--- config.mk ---
export PLATFORM = sky130hd
export DESIGN_NAME = dual_slope_sequencer
export DESIGN_NICKNAME = d
export VERILOG_FILES = /design/src/rtl/adc_seq_pkg.sv /design/src/rtl/bcd_digit_counter.sv /design/src/rtl/digit_scanner.sv /design/src/rtl/dual_slope_sequencer.sv
export VERILOG_INCLUDE_DIRS = /design/src /design/src/rtl
export SDC_FILE = /design/constraint.sdc
export NUM_CORES = 1
export LEC_CHECK = 0
export BUFFER_PORTS_ARGS = -buffer_cell sky130_fd_sc_hd__buf_2
export CAP_MARGIN = 20
export CORE_AREA = 10 10 184 186
export DETAILED_ROUTE_END_ITERATION = 8
export DIE_AREA = 0 0 194 196
export PLACE_DENSITY_LB_ADDON = 0.05
export SYNTH_ARGS = -nofsm -noshare
export SYNTH_HDL_FRONTEND = slang
export SYNTH_HIERARCHICAL = 1
export SYNTH_SLANG_ARGS = --single-unit
--- constraint.sdc ---
create_clock -name clk -period 10.6 [get_ports clk]
set_input_delay 0.53 -clock clk [delete_from_list [all_inputs] [get_ports clk]]
set_output_delay 0.53 -clock clk [all_outputs]
set_load 0.02 [all_outputs]
--- src/rtl/adc_seq_params.svh ---
// How it works
// - Each cycle runs system zero, input integrate, reference integrate, integrator zero.
// - Integrator zero lasts 150 clocks, inside 100..200, when not overranged.
// - After an overrange the integrator zero phase lasts 6200 clocks.
// - Each phase closes its own fixed set of analog switches, except that the sign picks reference integrate's reference switch.
// - Sign caught at end of input integrate picks the reference switch.
// - A floating run/hold pin reads as 1 through the pad pull-up.
// - Run/hold high converts continuously, one cycle every 40002 clocks.
// - Run/hold low finishes the current cycle, then holds and shows the result.
// - A high pulse over 300 ns starts one cycle, seen only once holding.
// - A pulse-started cycle opens with 10001 auto zero clocks, then busy rises.
// - Strobe pulses low exactly five times per cycle, centred in digit drives.
// - At cycle end MSD drive is high 201 clocks, strobe at clock 101.
// - Lower digits follow 200 clocks each, strobe 100 clocks after rise.
// - Digit drives keep scanning; strobes wait for the next completed cycle.
// - Busy rises at input integrate start and falls after the zero crossing.
// - Overrange without crossing still drops busy when the reference count reaches 20000.
// - Result latch loads on the first clock after busy falls.
// - Overrange flag loads when busy falls, clears at next reference integrate.
// - Low scale flag loads at busy end for 1800 or less, clears at input.
// - Polarity is 1 for positive, valid from reference integrate, held after.
// - On overrange digit drives go low after the last strobe until reference.
// - BCD outputs active high, change with digit edges, zero on overrange.
`ifndef ADC_SEQ_PARAMS_SVH
`define ADC_SEQ_PARAMS_SVH

// ==========================================================
// Timing
`define CLK_PERIOD_NS    50
`define RUN_PULSE_NS     300
`define RUN_PULSE_CYC    ((`RUN_PULSE_NS + `CLK_PERIOD_NS - 1) / `CLK_PERIOD_NS)
`define FRAME_CYC        16'h9c42
`define AZ_RUN_CYC       16'h2711
`define INT_CYC          16'h2710
`define IZ_NORMAL_CYC    16'h0096
`define IZ_OVER_CYC      16'h1838
`define REF_LIMIT_BCD    20'h20000
`define LOW_LIMIT_BCD    20'h01800
`define MSD_WIDTH_CYC    8'hc9
`define DIGIT_WIDTH_CYC  8'hc8
`define MSD_STROBE_AT    8'h65
`define DIGIT_STROBE_AT  8'h64
`define STROBES_PER_CYC  3'h5

// ==========================================================
// Register map, byte offsets
`define ADDR_CTRL        4'h0
`define ADDR_STATUS      4'h4
`define ADDR_RESULT      4'h8
`define CTRL_HOLD_BIT    0
`define CTRL_RESET       1'h0

`endif

--- src/rtl/adc_seq_pkg.sv ---
package adc_seq_pkg;
   typedef enum logic [1:0] {
      PH_ZERO  = 2'b00,
      PH_INPUT = 2'b01,
      PH_REF   = 2'b10,
      PH_INTZ  = 2'b11
   } phase_type;
endpackage : adc_seq_pkg

--- src/rtl/bcd_digit_counter.sv ---
`timescale 1ns/1ps
module bcd_digit_counter #(
   parameter logic [3:0] Limit = 4'h9
) (
   input  wire logic       clk,
   input  wire logic       reset,
   input  wire logic       clear,
   input  wire logic       inc,
   output logic [3:0]      value,
   output logic            carry
);
   logic [3:0] value_q;

   assign carry = inc && (value_q == Limit);
   assign value = value_q;

   always_ff @(posedge clk or posedge reset) begin
      if (reset) begin
         value_q <= 4'h0;
      end else if (clear || carry) begin
         value_q <= 4'h0;
      end else if (inc) begin
         value_q <= value_q + 4'h1;
      end
   end
endmodule : bcd_digit_counter

--- src/rtl/digit_scanner.sv ---
`timescale 1ns/1ps
`include "adc_seq_params.svh"
module digit_scanner (
   input  wire logic        clk,
   input  wire logic        reset,
   input  wire logic        start,
   input  wire logic        blankRelease,
   input  wire logic        overFlag,
   input  wire logic [19:0] digits,
   output logic [4:0]       digitDrive,
   output logic [3:0]       bcdOut,
   output logic             strobeN
);
   logic [2:0] idx_q, idx_d;
   logic [7:0] cnt_q, cnt_d;
   logic [2:0] left_q, left_d;
   logic       blank_q, blank_d;
   logic [4:0] drive_q;
   logic [3:0] bcd_q;
   logic       strobeN_q;

   function automatic logic [7:0] strobeAt(input logic [2:0] i);
      return (i == 3'h0) ? `MSD_STROBE_AT : `DIGIT_STROBE_AT;
   endfunction : strobeAt

   // ==========================================================
   // Scan sequencing
   always_comb begin
      logic [7:0] last;
      last   = (idx_q == 3'h0) ? 8'(`MSD_WIDTH_CYC - 8'h01) : 8'(`DIGIT_WIDTH_CYC - 8'h01);
      idx_d   = idx_q;
      cnt_d   = cnt_q;
      left_d  = left_q;
      blank_d = blank_q;
      if (start) begin
         idx_d  = 3'h0;
         cnt_d  = 8'h00;
         left_d = `STROBES_PER_CYC;
      end else if (blank_q) begin
         if (blankRelease) begin
            blank_d = 1'b0;
            idx_d   = 3'h0;
            cnt_d   = 8'h00;
         end
      end else begin
         if (left_q != 3'h0 && cnt_q == strobeAt(idx_q)) begin
            left_d = left_q - 3'h1;
            // Blank only after the fifth strobe so the data still transfers
            if (left_q == 3'h1 && overFlag) begin
               blank_d = 1'b1;
            end
         end
         if (cnt_q == last) begin
            cnt_d = 8'h00;
            idx_d = (idx_q == 3'h4) ? 3'h0 : idx_q + 3'h1;
         end else begin
            cnt_d = cnt_q + 8'h01;
         end
      end
   end

   always_ff @(posedge clk or posedge reset) begin
      if (reset) begin
         idx_q   <= 3'h0;
         cnt_q   <= 8'h00;
         left_q  <= 3'h0;
         blank_q <= 1'b0;
      end else begin
         idx_q   <= idx_d;
         cnt_q   <= cnt_d;
         left_q  <= left_d;
         blank_q <= blank_d;
      end
   end

   // ==========================================================
   // Registered outputs, aligned with the scan state
   always_ff @(posedge clk or posedge reset) begin
      if (reset) begin
         drive_q   <= 5'h00;
         bcd_q     <= 4'h0;
         strobeN_q <= 1'b1;
      end else begin
         drive_q   <= blank_d ? 5'h00 : 5'(5'h10 >> idx_d);
         bcd_q     <= (blank_d || overFlag) ? 4'h0 : digits[4'(4'h4 - 4'(idx_d)) * 4 +: 4];
         strobeN_q <= !(!blank_d && left_d != 3'h0 && cnt_d == strobeAt(idx_d));
      end
   end

   assign digitDrive = drive_q;
   assign bcdOut     = bcd_q;
   assign strobeN    = strobeN_q;
endmodule : digit_scanner

--- src/rtl/dual_slope_sequencer.sv ---
`timescale 1ns/1ps
`include "adc_seq_params.svh"
module dual_slope_sequencer #(
   parameter int unsigned FrameCyc  = `FRAME_CYC,
   parameter int unsigned AzRunCyc  = `AZ_RUN_CYC,
   parameter int unsigned IntCyc    = `INT_CYC,
   parameter int unsigned IzOverCyc = `IZ_OVER_CYC
) (
   input  wire logic        clk,
   input  wire logic        reset,
   // Wishbone classic slave
   input  wire logic        cyc_i,
   input  wire logic        stb_i,
   input  wire logic        we_i,
   input  wire logic [3:0]  adr_i,
   input  wire logic [3:0]  sel_i,
   input  wire logic [31:0] dat_i,
   output logic [31:0]      dat_o,
   output logic             ack_o,
   // Converter pins
   input  wire logic        runHoldControl,
   input  wire logic        comparatorHigh,
   output logic             zeroLoopSwitch,
   output logic             refChargeSwitch,
   output logic             integFeedbackSwitch,
   output logic             inputSwitch,
   output logic             refPosSwitch,
   output logic             refNegSwitch,
   output logic             integZeroSwitch,
   output logic             busy,
   output logic             polarity,
   output logic             overFullScaleFlag,
   output logic             lowScaleFlag,
   output logic             digitDriveMsd,
   output logic             digitDriveFourth,
   output logic             digitDriveThird,
   output logic             digitDriveSecond,
   output logic             digitDriveLsd,
   output logic             bcdWeightEight,
   output logic             bcdWeightFour,
   output logic             bcdWeightTwo,
   output logic             bcdWeightOne,
   output logic             digitStrobeN
);
   localparam logic [2:0] RunPulseCyc = 3'(`RUN_PULSE_CYC);

   adc_seq_pkg::phase_type phase_q, phase_d;
   logic [15:0] phaseCnt_q;
   logic [15:0] frameCnt_q;
   logic        hold_q;
   logic        single_q;
   logic        busy_q;
   logic        polarity_q;
   logic        over_q;
   logic        low_q;
   logic        latchLoad_q;
   logic        scanStart_q;
   logic [2:0]  runCnt_q;
   logic [19:0] result_q;
   logic        ctrlHold_q;
   logic        ack_q;
   logic [31:0] dat_q;
   logic [19:0] count;
   logic [4:0]  carry;
   logic        countClear;
   logic        countInc;
   logic        runEff;
   logic        runPulse;
   logic        crossing;
   logic        refOver;
   logic        azDone;
   logic        izDone;
   logic        refEnd;
   logic        inputStart;
   logic [4:0]  drive;
   logic [3:0]  bcd;

   // ==========================================================
   // Run / hold
   // The pad pull-up makes a floating pin read high; software hold gates it
   assign runEff = runHoldControl && !ctrlHold_q;
   // A run request is only looked at once the held cycle is finished
   assign runPulse = hold_q && runEff && (runCnt_q == RunPulseCyc - 3'h1);

   always_ff @(posedge clk or posedge reset) begin
      if (reset) begin
         runCnt_q <= 3'h0;
      end else if (hold_q && runEff) begin
         if (runCnt_q != RunPulseCyc - 3'h1) begin
            runCnt_q <= runCnt_q + 3'h1;
         end
      end else begin
         runCnt_q <= 3'h0;
      end
   end

   always_ff @(posedge clk or posedge reset) begin
      if (reset) begin
         hold_q   <= 1'b0;
         single_q <= 1'b1;
      end else begin
         if (phase_q == adc_seq_pkg::PH_INTZ && izDone && !runEff) begin
            hold_q <= 1'b1;
         end else if (runPulse) begin
            hold_q <= 1'b0;
         end
         if (runPulse) begin
            single_q <= 1'b1;
         end else if (inputStart) begin
            single_q <= 1'b0;
         end
      end
   end

   // ==========================================================
   // Phase sequencing
   assign azDone = single_q ? (phaseCnt_q == 16'(AzRunCyc - 1))
                            : (frameCnt_q >= 16'(FrameCyc - 1));
   assign izDone = phaseCnt_q == (over_q ? 16'(IzOverCyc - 1)
                                         : `IZ_NORMAL_CYC - 16'h0001);
   assign crossing   = (phase_q == adc_seq_pkg::PH_REF) && (comparatorHigh != polarity_q);
   assign refOver    = (phase_q == adc_seq_pkg::PH_REF) && !crossing
                       && (count == `REF_LIMIT_BCD);
   assign refEnd     = (phase_q == adc_seq_pkg::PH_REF) && (phase_d == adc_seq_pkg::PH_INTZ);
   assign inputStart = (phase_q == adc_seq_pkg::PH_ZERO) && (phase_d == adc_seq_pkg::PH_INPUT);
   assign countClear = (phase_q == adc_seq_pkg::PH_INPUT) && (phase_d == adc_seq_pkg::PH_REF);
   assign countInc   = (phase_q == adc_seq_pkg::PH_REF) && (phase_d == adc_seq_pkg::PH_REF);

   always_comb begin
      phase_d = phase_q;
      unique case (phase_q)
         adc_seq_pkg::PH_ZERO: begin
            if (!hold_q && azDone) begin
               phase_d = adc_seq_pkg::PH_INPUT;
            end
         end
         adc_seq_pkg::PH_INPUT: begin
            if (phaseCnt_q == 16'(IntCyc - 1)) begin
               phase_d = adc_seq_pkg::PH_REF;
            end
         end
         adc_seq_pkg::PH_REF: begin
            if (crossing || refOver) begin
               phase_d = adc_seq_pkg::PH_INTZ;
            end
         end
         adc_seq_pkg::PH_INTZ: begin
            if (izDone) begin
               phase_d = adc_seq_pkg::PH_ZERO;
            end
         end
      endcase
   end

   always_ff @(posedge clk or posedge reset) begin
      if (reset) begin
         phase_q    <= adc_seq_pkg::PH_ZERO;
         phaseCnt_q <= 16'h0000;
      end else begin
         phase_q <= phase_d;
         if (phase_d != phase_q || runPulse) begin
            phaseCnt_q <= 16'h0000;
         end else if (phaseCnt_q != 16'hffff) begin
            phaseCnt_q <= phaseCnt_q + 16'h0001;
         end
      end
   end

   // Period is measured from one input integrate start to the next
   always_ff @(posedge clk or posedge reset) begin
      if (reset) begin
         frameCnt_q <= 16'h0000;
      end else if (inputStart) begin
         frameCnt_q <= 16'h0000;
      end else if (frameCnt_q != 16'hffff) begin
         frameCnt_q <= frameCnt_q + 16'h0001;
      end
   end

   // ==========================================================
   // Reference count, BCD
   for (genvar g = 0; g < 5; g++) begin : g_digit
      bcd_digit_counter #(
         .Limit(4'h9)
      ) u_digit (
         .clk  (clk),
         .reset(reset),
         .clear(countClear),
         .inc  ((g == 0) ? countInc : carry[g > 0 ? g - 1 : 0]),
         .value(count[g * 4 +: 4]),
         .carry(carry[g])
      );
   end

   // ==========================================================
   // Busy, polarity, flags, result latch
   always_ff @(posedge clk or posedge reset) begin
      if (reset) begin
         busy_q <= 1'b0;
      end else if (inputStart) begin
         busy_q <= 1'b1;
      end else if (refEnd) begin
         busy_q <= 1'b0;
      end
   end

   always_ff @(posedge clk or posedge reset) begin
      if (reset) begin
         polarity_q <= 1'b0;
      end else if (countClear) begin
         polarity_q <= comparatorHigh;
      end
   end

   always_ff @(posedge clk or posedge reset) begin
      if (reset) begin
         over_q <= 1'b0;
         low_q  <= 1'b0;
      end else begin
         if (refEnd) begin
            over_q <= refOver;
         end else if (countClear) begin
            over_q <= 1'b0;
         end
         if (refEnd) begin
            low_q <= !refOver && (count <= `LOW_LIMIT_BCD);
         end else if (inputStart) begin
            low_q <= 1'b0;
         end
      end
   end

   always_ff @(posedge clk or posedge reset) begin
      if (reset) begin
         latchLoad_q <= 1'b0;
         scanStart_q <= 1'b0;
         result_q    <= 20'h00000;
      end else begin
         latchLoad_q <= refEnd;
         scanStart_q <= latchLoad_q;
         if (latchLoad_q) begin
            result_q <= count;
         end
      end
   end

   // ==========================================================
   // Switch controls
   always_comb begin
      zeroLoopSwitch      = 1'b0;
      refChargeSwitch     = 1'b0;
      integFeedbackSwitch = 1'b0;
      inputSwitch         = 1'b0;
      refPosSwitch        = 1'b0;
      refNegSwitch        = 1'b0;
      integZeroSwitch     = 1'b0;
      unique case (phase_q)
         adc_seq_pkg::PH_ZERO: begin
            zeroLoopSwitch      = 1'b1;
            refChargeSwitch     = 1'b1;
            integFeedbackSwitch = 1'b1;
         end
         adc_seq_pkg::PH_INPUT: begin
            inputSwitch = 1'b1;
         end
         adc_seq_pkg::PH_REF: begin
            integFeedbackSwitch = 1'b1;
            refPosSwitch        = polarity_q;
            refNegSwitch        = !polarity_q;
         end
         adc_seq_pkg::PH_INTZ: begin
            integFeedbackSwitch = 1'b1;
            integZeroSwitch     = 1'b1;
         end
      endcase
   end

   // ==========================================================
   // Display scan
   // Scan starts one clock after busy falls so the latched data is shown
   digit_scanner u_scan (
      .clk         (clk),
      .reset       (reset),
      .start       (scanStart_q),
      .blankRelease(countClear),
      .overFlag    (over_q),
      .digits      (result_q),
      .digitDrive  (drive),
      .bcdOut      (bcd),
      .strobeN     (digitStrobeN)
   );

   assign {digitDriveMsd, digitDriveFourth, digitDriveThird, digitDriveSecond,
           digitDriveLsd} = drive;
   assign {bcdWeightEight, bcdWeightFour, bcdWeightTwo, bcdWeightOne} = bcd;
   assign busy              = busy_q;
   assign polarity          = polarity_q;
   assign overFullScaleFlag = over_q;
   assign lowScaleFlag      = low_q;

   // ==========================================================
   // Wishbone slave, one wait state, writes land on the ack edge
   always_ff @(posedge clk or posedge reset) begin
      if (reset) begin
         ack_q <= 1'b0;
         dat_q <= 32'h00000000;
      end else begin
         ack_q <= cyc_i && stb_i && !ack_q;
         if (cyc_i && stb_i && !ack_q) begin
            unique case ({adr_i[3:2], 2'b00})
               `ADDR_CTRL:   dat_q <= {31'h00000000, ctrlHold_q};
               `ADDR_STATUS: dat_q <= {24'h000000, hold_q, 1'b0, 2'(phase_q), low_q, over_q,
                                       polarity_q, busy_q};
               `ADDR_RESULT: dat_q <= {12'h000, result_q};
               default:      dat_q <= 32'h00000000;
            endcase
         end
      end
   end

   always_ff @(posedge clk or posedge reset) begin
      if (reset) begin
         ctrlHold_q <= `CTRL_RESET;
      end else if (cyc_i && stb_i && ack_q && we_i && sel_i[0]
                   && {adr_i[3:2], 2'b00} == `ADDR_CTRL) begin
         ctrlHold_q <= dat_i[`CTRL_HOLD_BIT];
      end
   end

   assign ack_o = ack_q;
   assign dat_o = dat_q;
endmodule : dual_slope_sequencer

==> impl_metrics.ini <==
[global_routing]
grt_overflow_total = 0
grt_util_all_layers_pct = 11.2
grt_pass1_vias = 5802
grt_max_degree = 63
grt_first_pass_wirelength_mm = 34.0
antenna_found_initial = 0

[placed_design]
gp_congestion = 0.761
portBuffers = 52
dpl.hpwl_mm = 15.0

[worst_setup_path]
crit_fanout = 15
required_ns = 10.89
cp.buffers_inverters = 1
slowest_delay_ns = 0.77
critPathSlowestCell = nor2b_1
path_cells = ha_1 -> nand3_1 -> nor2_1 -> and4_1 -> nor2b_1 -> nand2_1 -> o22ai_4 -> or2_4 -> clkinv_2 -> ha_1 -> ha_1 -> nor2b_1 -> a21boi_1 -> o41a_1
crit_type = flop to flop
cpMostUsedCell = ha_1
worst_setup_path_start_kind = flop
worst_path_dominant_cell_family = simple AND/OR/NAND/NOR gates
end_kind = flop
cp.arrival_ns = 4.82

[cells_and_area]
diodes = 0
mostFrequentLayoutCells = dfrtp_1, nor2_1, nand2_1, buf_2, o21ai_0
layout.nets = 873
drive_above_1_share_pct = 19.8
final_common_cell = dfrtp_1
fillers = 3230
seq_area_mm2 = 0.00331
multi_input_area_mm2 = 0.00377
area_growth_pct = 15.7

[sta]
final_hold_viol_count = 0
skew_ns = 0.0148
finalSetupTns_ns = 0
fin_crit_sh_pct = 42.7
period_minus_slack_ns = 4.53
drv_slew = 0
setup_viol_count_final = 0
rsz0062_at_grt = false
tightest_slew_ns = 0.980
slew_headroom_pct = 34.5
hold_ws_ns = 0.0798
fmax_mhz = 221

[route]
drt-initial-drc-count = 355
drc = 0
vias = 5587
via_per_inst = 4.64
ant_nets = 0
wirelength_mm = 20.8
firstDrtPassIters = 4
wire_per_inst_um = 17.3

[run]
drv_cap = 0

[synthesis]
synth_cells = 750
synth-seq-area-share_pct = 44.6
ys_async_sr_fraction_pct = 100
synth_area_per_cell_um2 = 9.89
synth_edf_count = 0
post_synth_num_cell_types = 83
netlist_area_mm2 = 0.00742
synthFlopType = dfrtp_1
ys_ff_latch = 132
yosys_warnings = 6

[hold_path]
hp-class = input pin to async pin

[clocking]
clk_pin_slew_ns = 0.07
htreeDepth = 4
worstSkewPairLatency_ns = 0.42
post_cts_buffers = 0
cts_tree = done
cts_sinks = 132
postCtsHoldBufs = 0
cts_root_buf = clkbuf_16
cts-buffers-inserted = 17
cts.repair.resized = 0
clockBufferDepth = 2

[pwr]
ir_drop_mv = 0.0839
p_leak_nw = 3.85
p_per_area_mw_per_mm2 = 137

[die]
die_w_um = 194
core_area_mm2 = 0.0303
initial_utilization_pct = 24.5
row_count = 64
fp.dieH_um = 196
ioPinCount = 101
dieArea_mm2 = 0.0380

[status]
status = finished clean
[per-layer routing]
metal / global-route usage [%] / part of all wire, % / up-vias
li1: - / - / 2732
met1: 14.6 / 49 / 2750
met2: 17.9 / 46 / 90
met3: 2.68 / 3.1 / 15
met4: 3.28 / 1.2 / 0
met5: 0 / 0 / -
[layout make-up]
| type | instances | share of cell area [%] |
|---|---|---|
| clock buffer | 21 | 5.36 |
| tap | 396 | 5.77 |
| sequential | 132 | 38.5 |
| clock inverter | 10 | 0.977 |
| multi-input combinational | 547 | 43.9 |
| timing repair buffer | 60 | 3.73 |
| inverter | 39 | 1.73 |
[report_power, final]
group	total [mW]	switching [mW]	internal, mW	leakage (nW)
combinational	0.0694	0.0441	0.0253	1.81
clock	0.563	0.231	0.331	0.268
sequential	0.545	0.0282	0.517	1.77
[kinds of logic after synthesis]
family,Yosys count,share of synthesized area [%]
and+or+nand+nor,310,23.5
other,1,0.0506
DFF,132,44.6
AOI/OAI and AO/OA,125,12.6
adders and majority gates,29,4.89
xor gates and xnor gates,43,5.08
muxes,28,4.15
buffers and inverters,82,5.16
[registers in the layout (all words and copies together), names as in the netlist, 4 cells and up]
register	count
u_scan/digitDrive	5
u_scan/cnt_q	8
phaseCnt_q	16
g_digit.u_digit/value	20
frameCnt_q	16
u_scan/bcdOut	4
dat_o	20
result_q	20
[through the flow]
stage	std cells	worst slack [ns]	power [mW]	utilization [%]	area [um^2]
after CTS	1205	6.10	1.20	28.4	8580
after floorplan	761	7.07	0.602	-	7460
after global routing	1205	5.76	1.24	28.4	8580
final	1205	6.07	1.18	28.4	8580
after detailed placement	1174	6.09	0.625	26.6	8040
after global placement	1173	6.05	0.623	26.5	8030
[final timing paths]
kind | startpoint | to | slack [ns] | depth (start not counted)
max | phaseCnt_q[0]$_DFFE_PP0P_ | u_scan/bcdOut[2]$_DFF_PP0_ | 6.07 | 14
min | reset | g_digit[0].u_digit/value[0]$_DFFE_PP0P_ | 0.08 | 2
max reg2reg | phaseCnt_q[0]$_DFFE_PP0P_ | u_scan/bcdOut[2]$_DFF_PP0_ | 6.07 | 14
min reg2reg | dat_o[8]$_DFFE_PP0P_ | dat_o[8]$_DFFE_PP0P_ | 0.48 | 2
max in group asynchronous | reset | phaseCnt_q[12]$_DFFE_PP0P_ | 9.17 | 3
min in group clk | dat_i[0] | ctrlHold_q$_DFFE_PP0P_ | 0.40 | 2
[worst register-to-register path, stage by stage (launching register included)]
cell      delay, ns
dfrtp_1        0.45
ha_1           0.29
nand3_1        0.22
nor2_1         0.06
and4_1         0.24
nor2b_1        0.77
nand2_1        0.24
o22ai_4        0.43
or2_4          0.25
clkinv_2       0.08
ha_1           0.21
ha_1           0.45
nor2b_1        0.23
a21boi_1       0.16
o41a_1         0.32
[Yosys cell counts (6+ instances only)]
cell | count | share of area, %
nand3b_1 | 6 | 0.61
nor2_1 | 73 | 3.7
dfrtp_1 | 130 | 44
nand2_1 | 68 | 3.4
mux2i_1 | 6 | 0.81
a21oi_1 | 17 | 1.1
and2_1 | 7 | 0.59
o21ai_0 | 38 | 2.6
ha_1 | 29 | 4.9
xor2_1 | 16 | 1.9
or2_4 | 6 | 0.71
nand3_1 | 25 | 1.7
mux2_2 | 22 | 3.3
buf_2 | 14 | 0.94
a22oi_1 | 9 | 0.91
nor4_1 | 16 | 1.3
clkbuf_1 | 13 | 0.66
nor3_1 | 27 | 1.8
nand4_1 | 18 | 1.5
inv_1 | 38 | 1.9
o21a_1 | 6 | 0.61
a211oi_1 | 10 | 1.0
nor2b_1 | 8 | 0.67
buf_4 | 13 | 1.3
xnor2_1 | 27 | 3.2
Power figures use the tool's default switching activity.
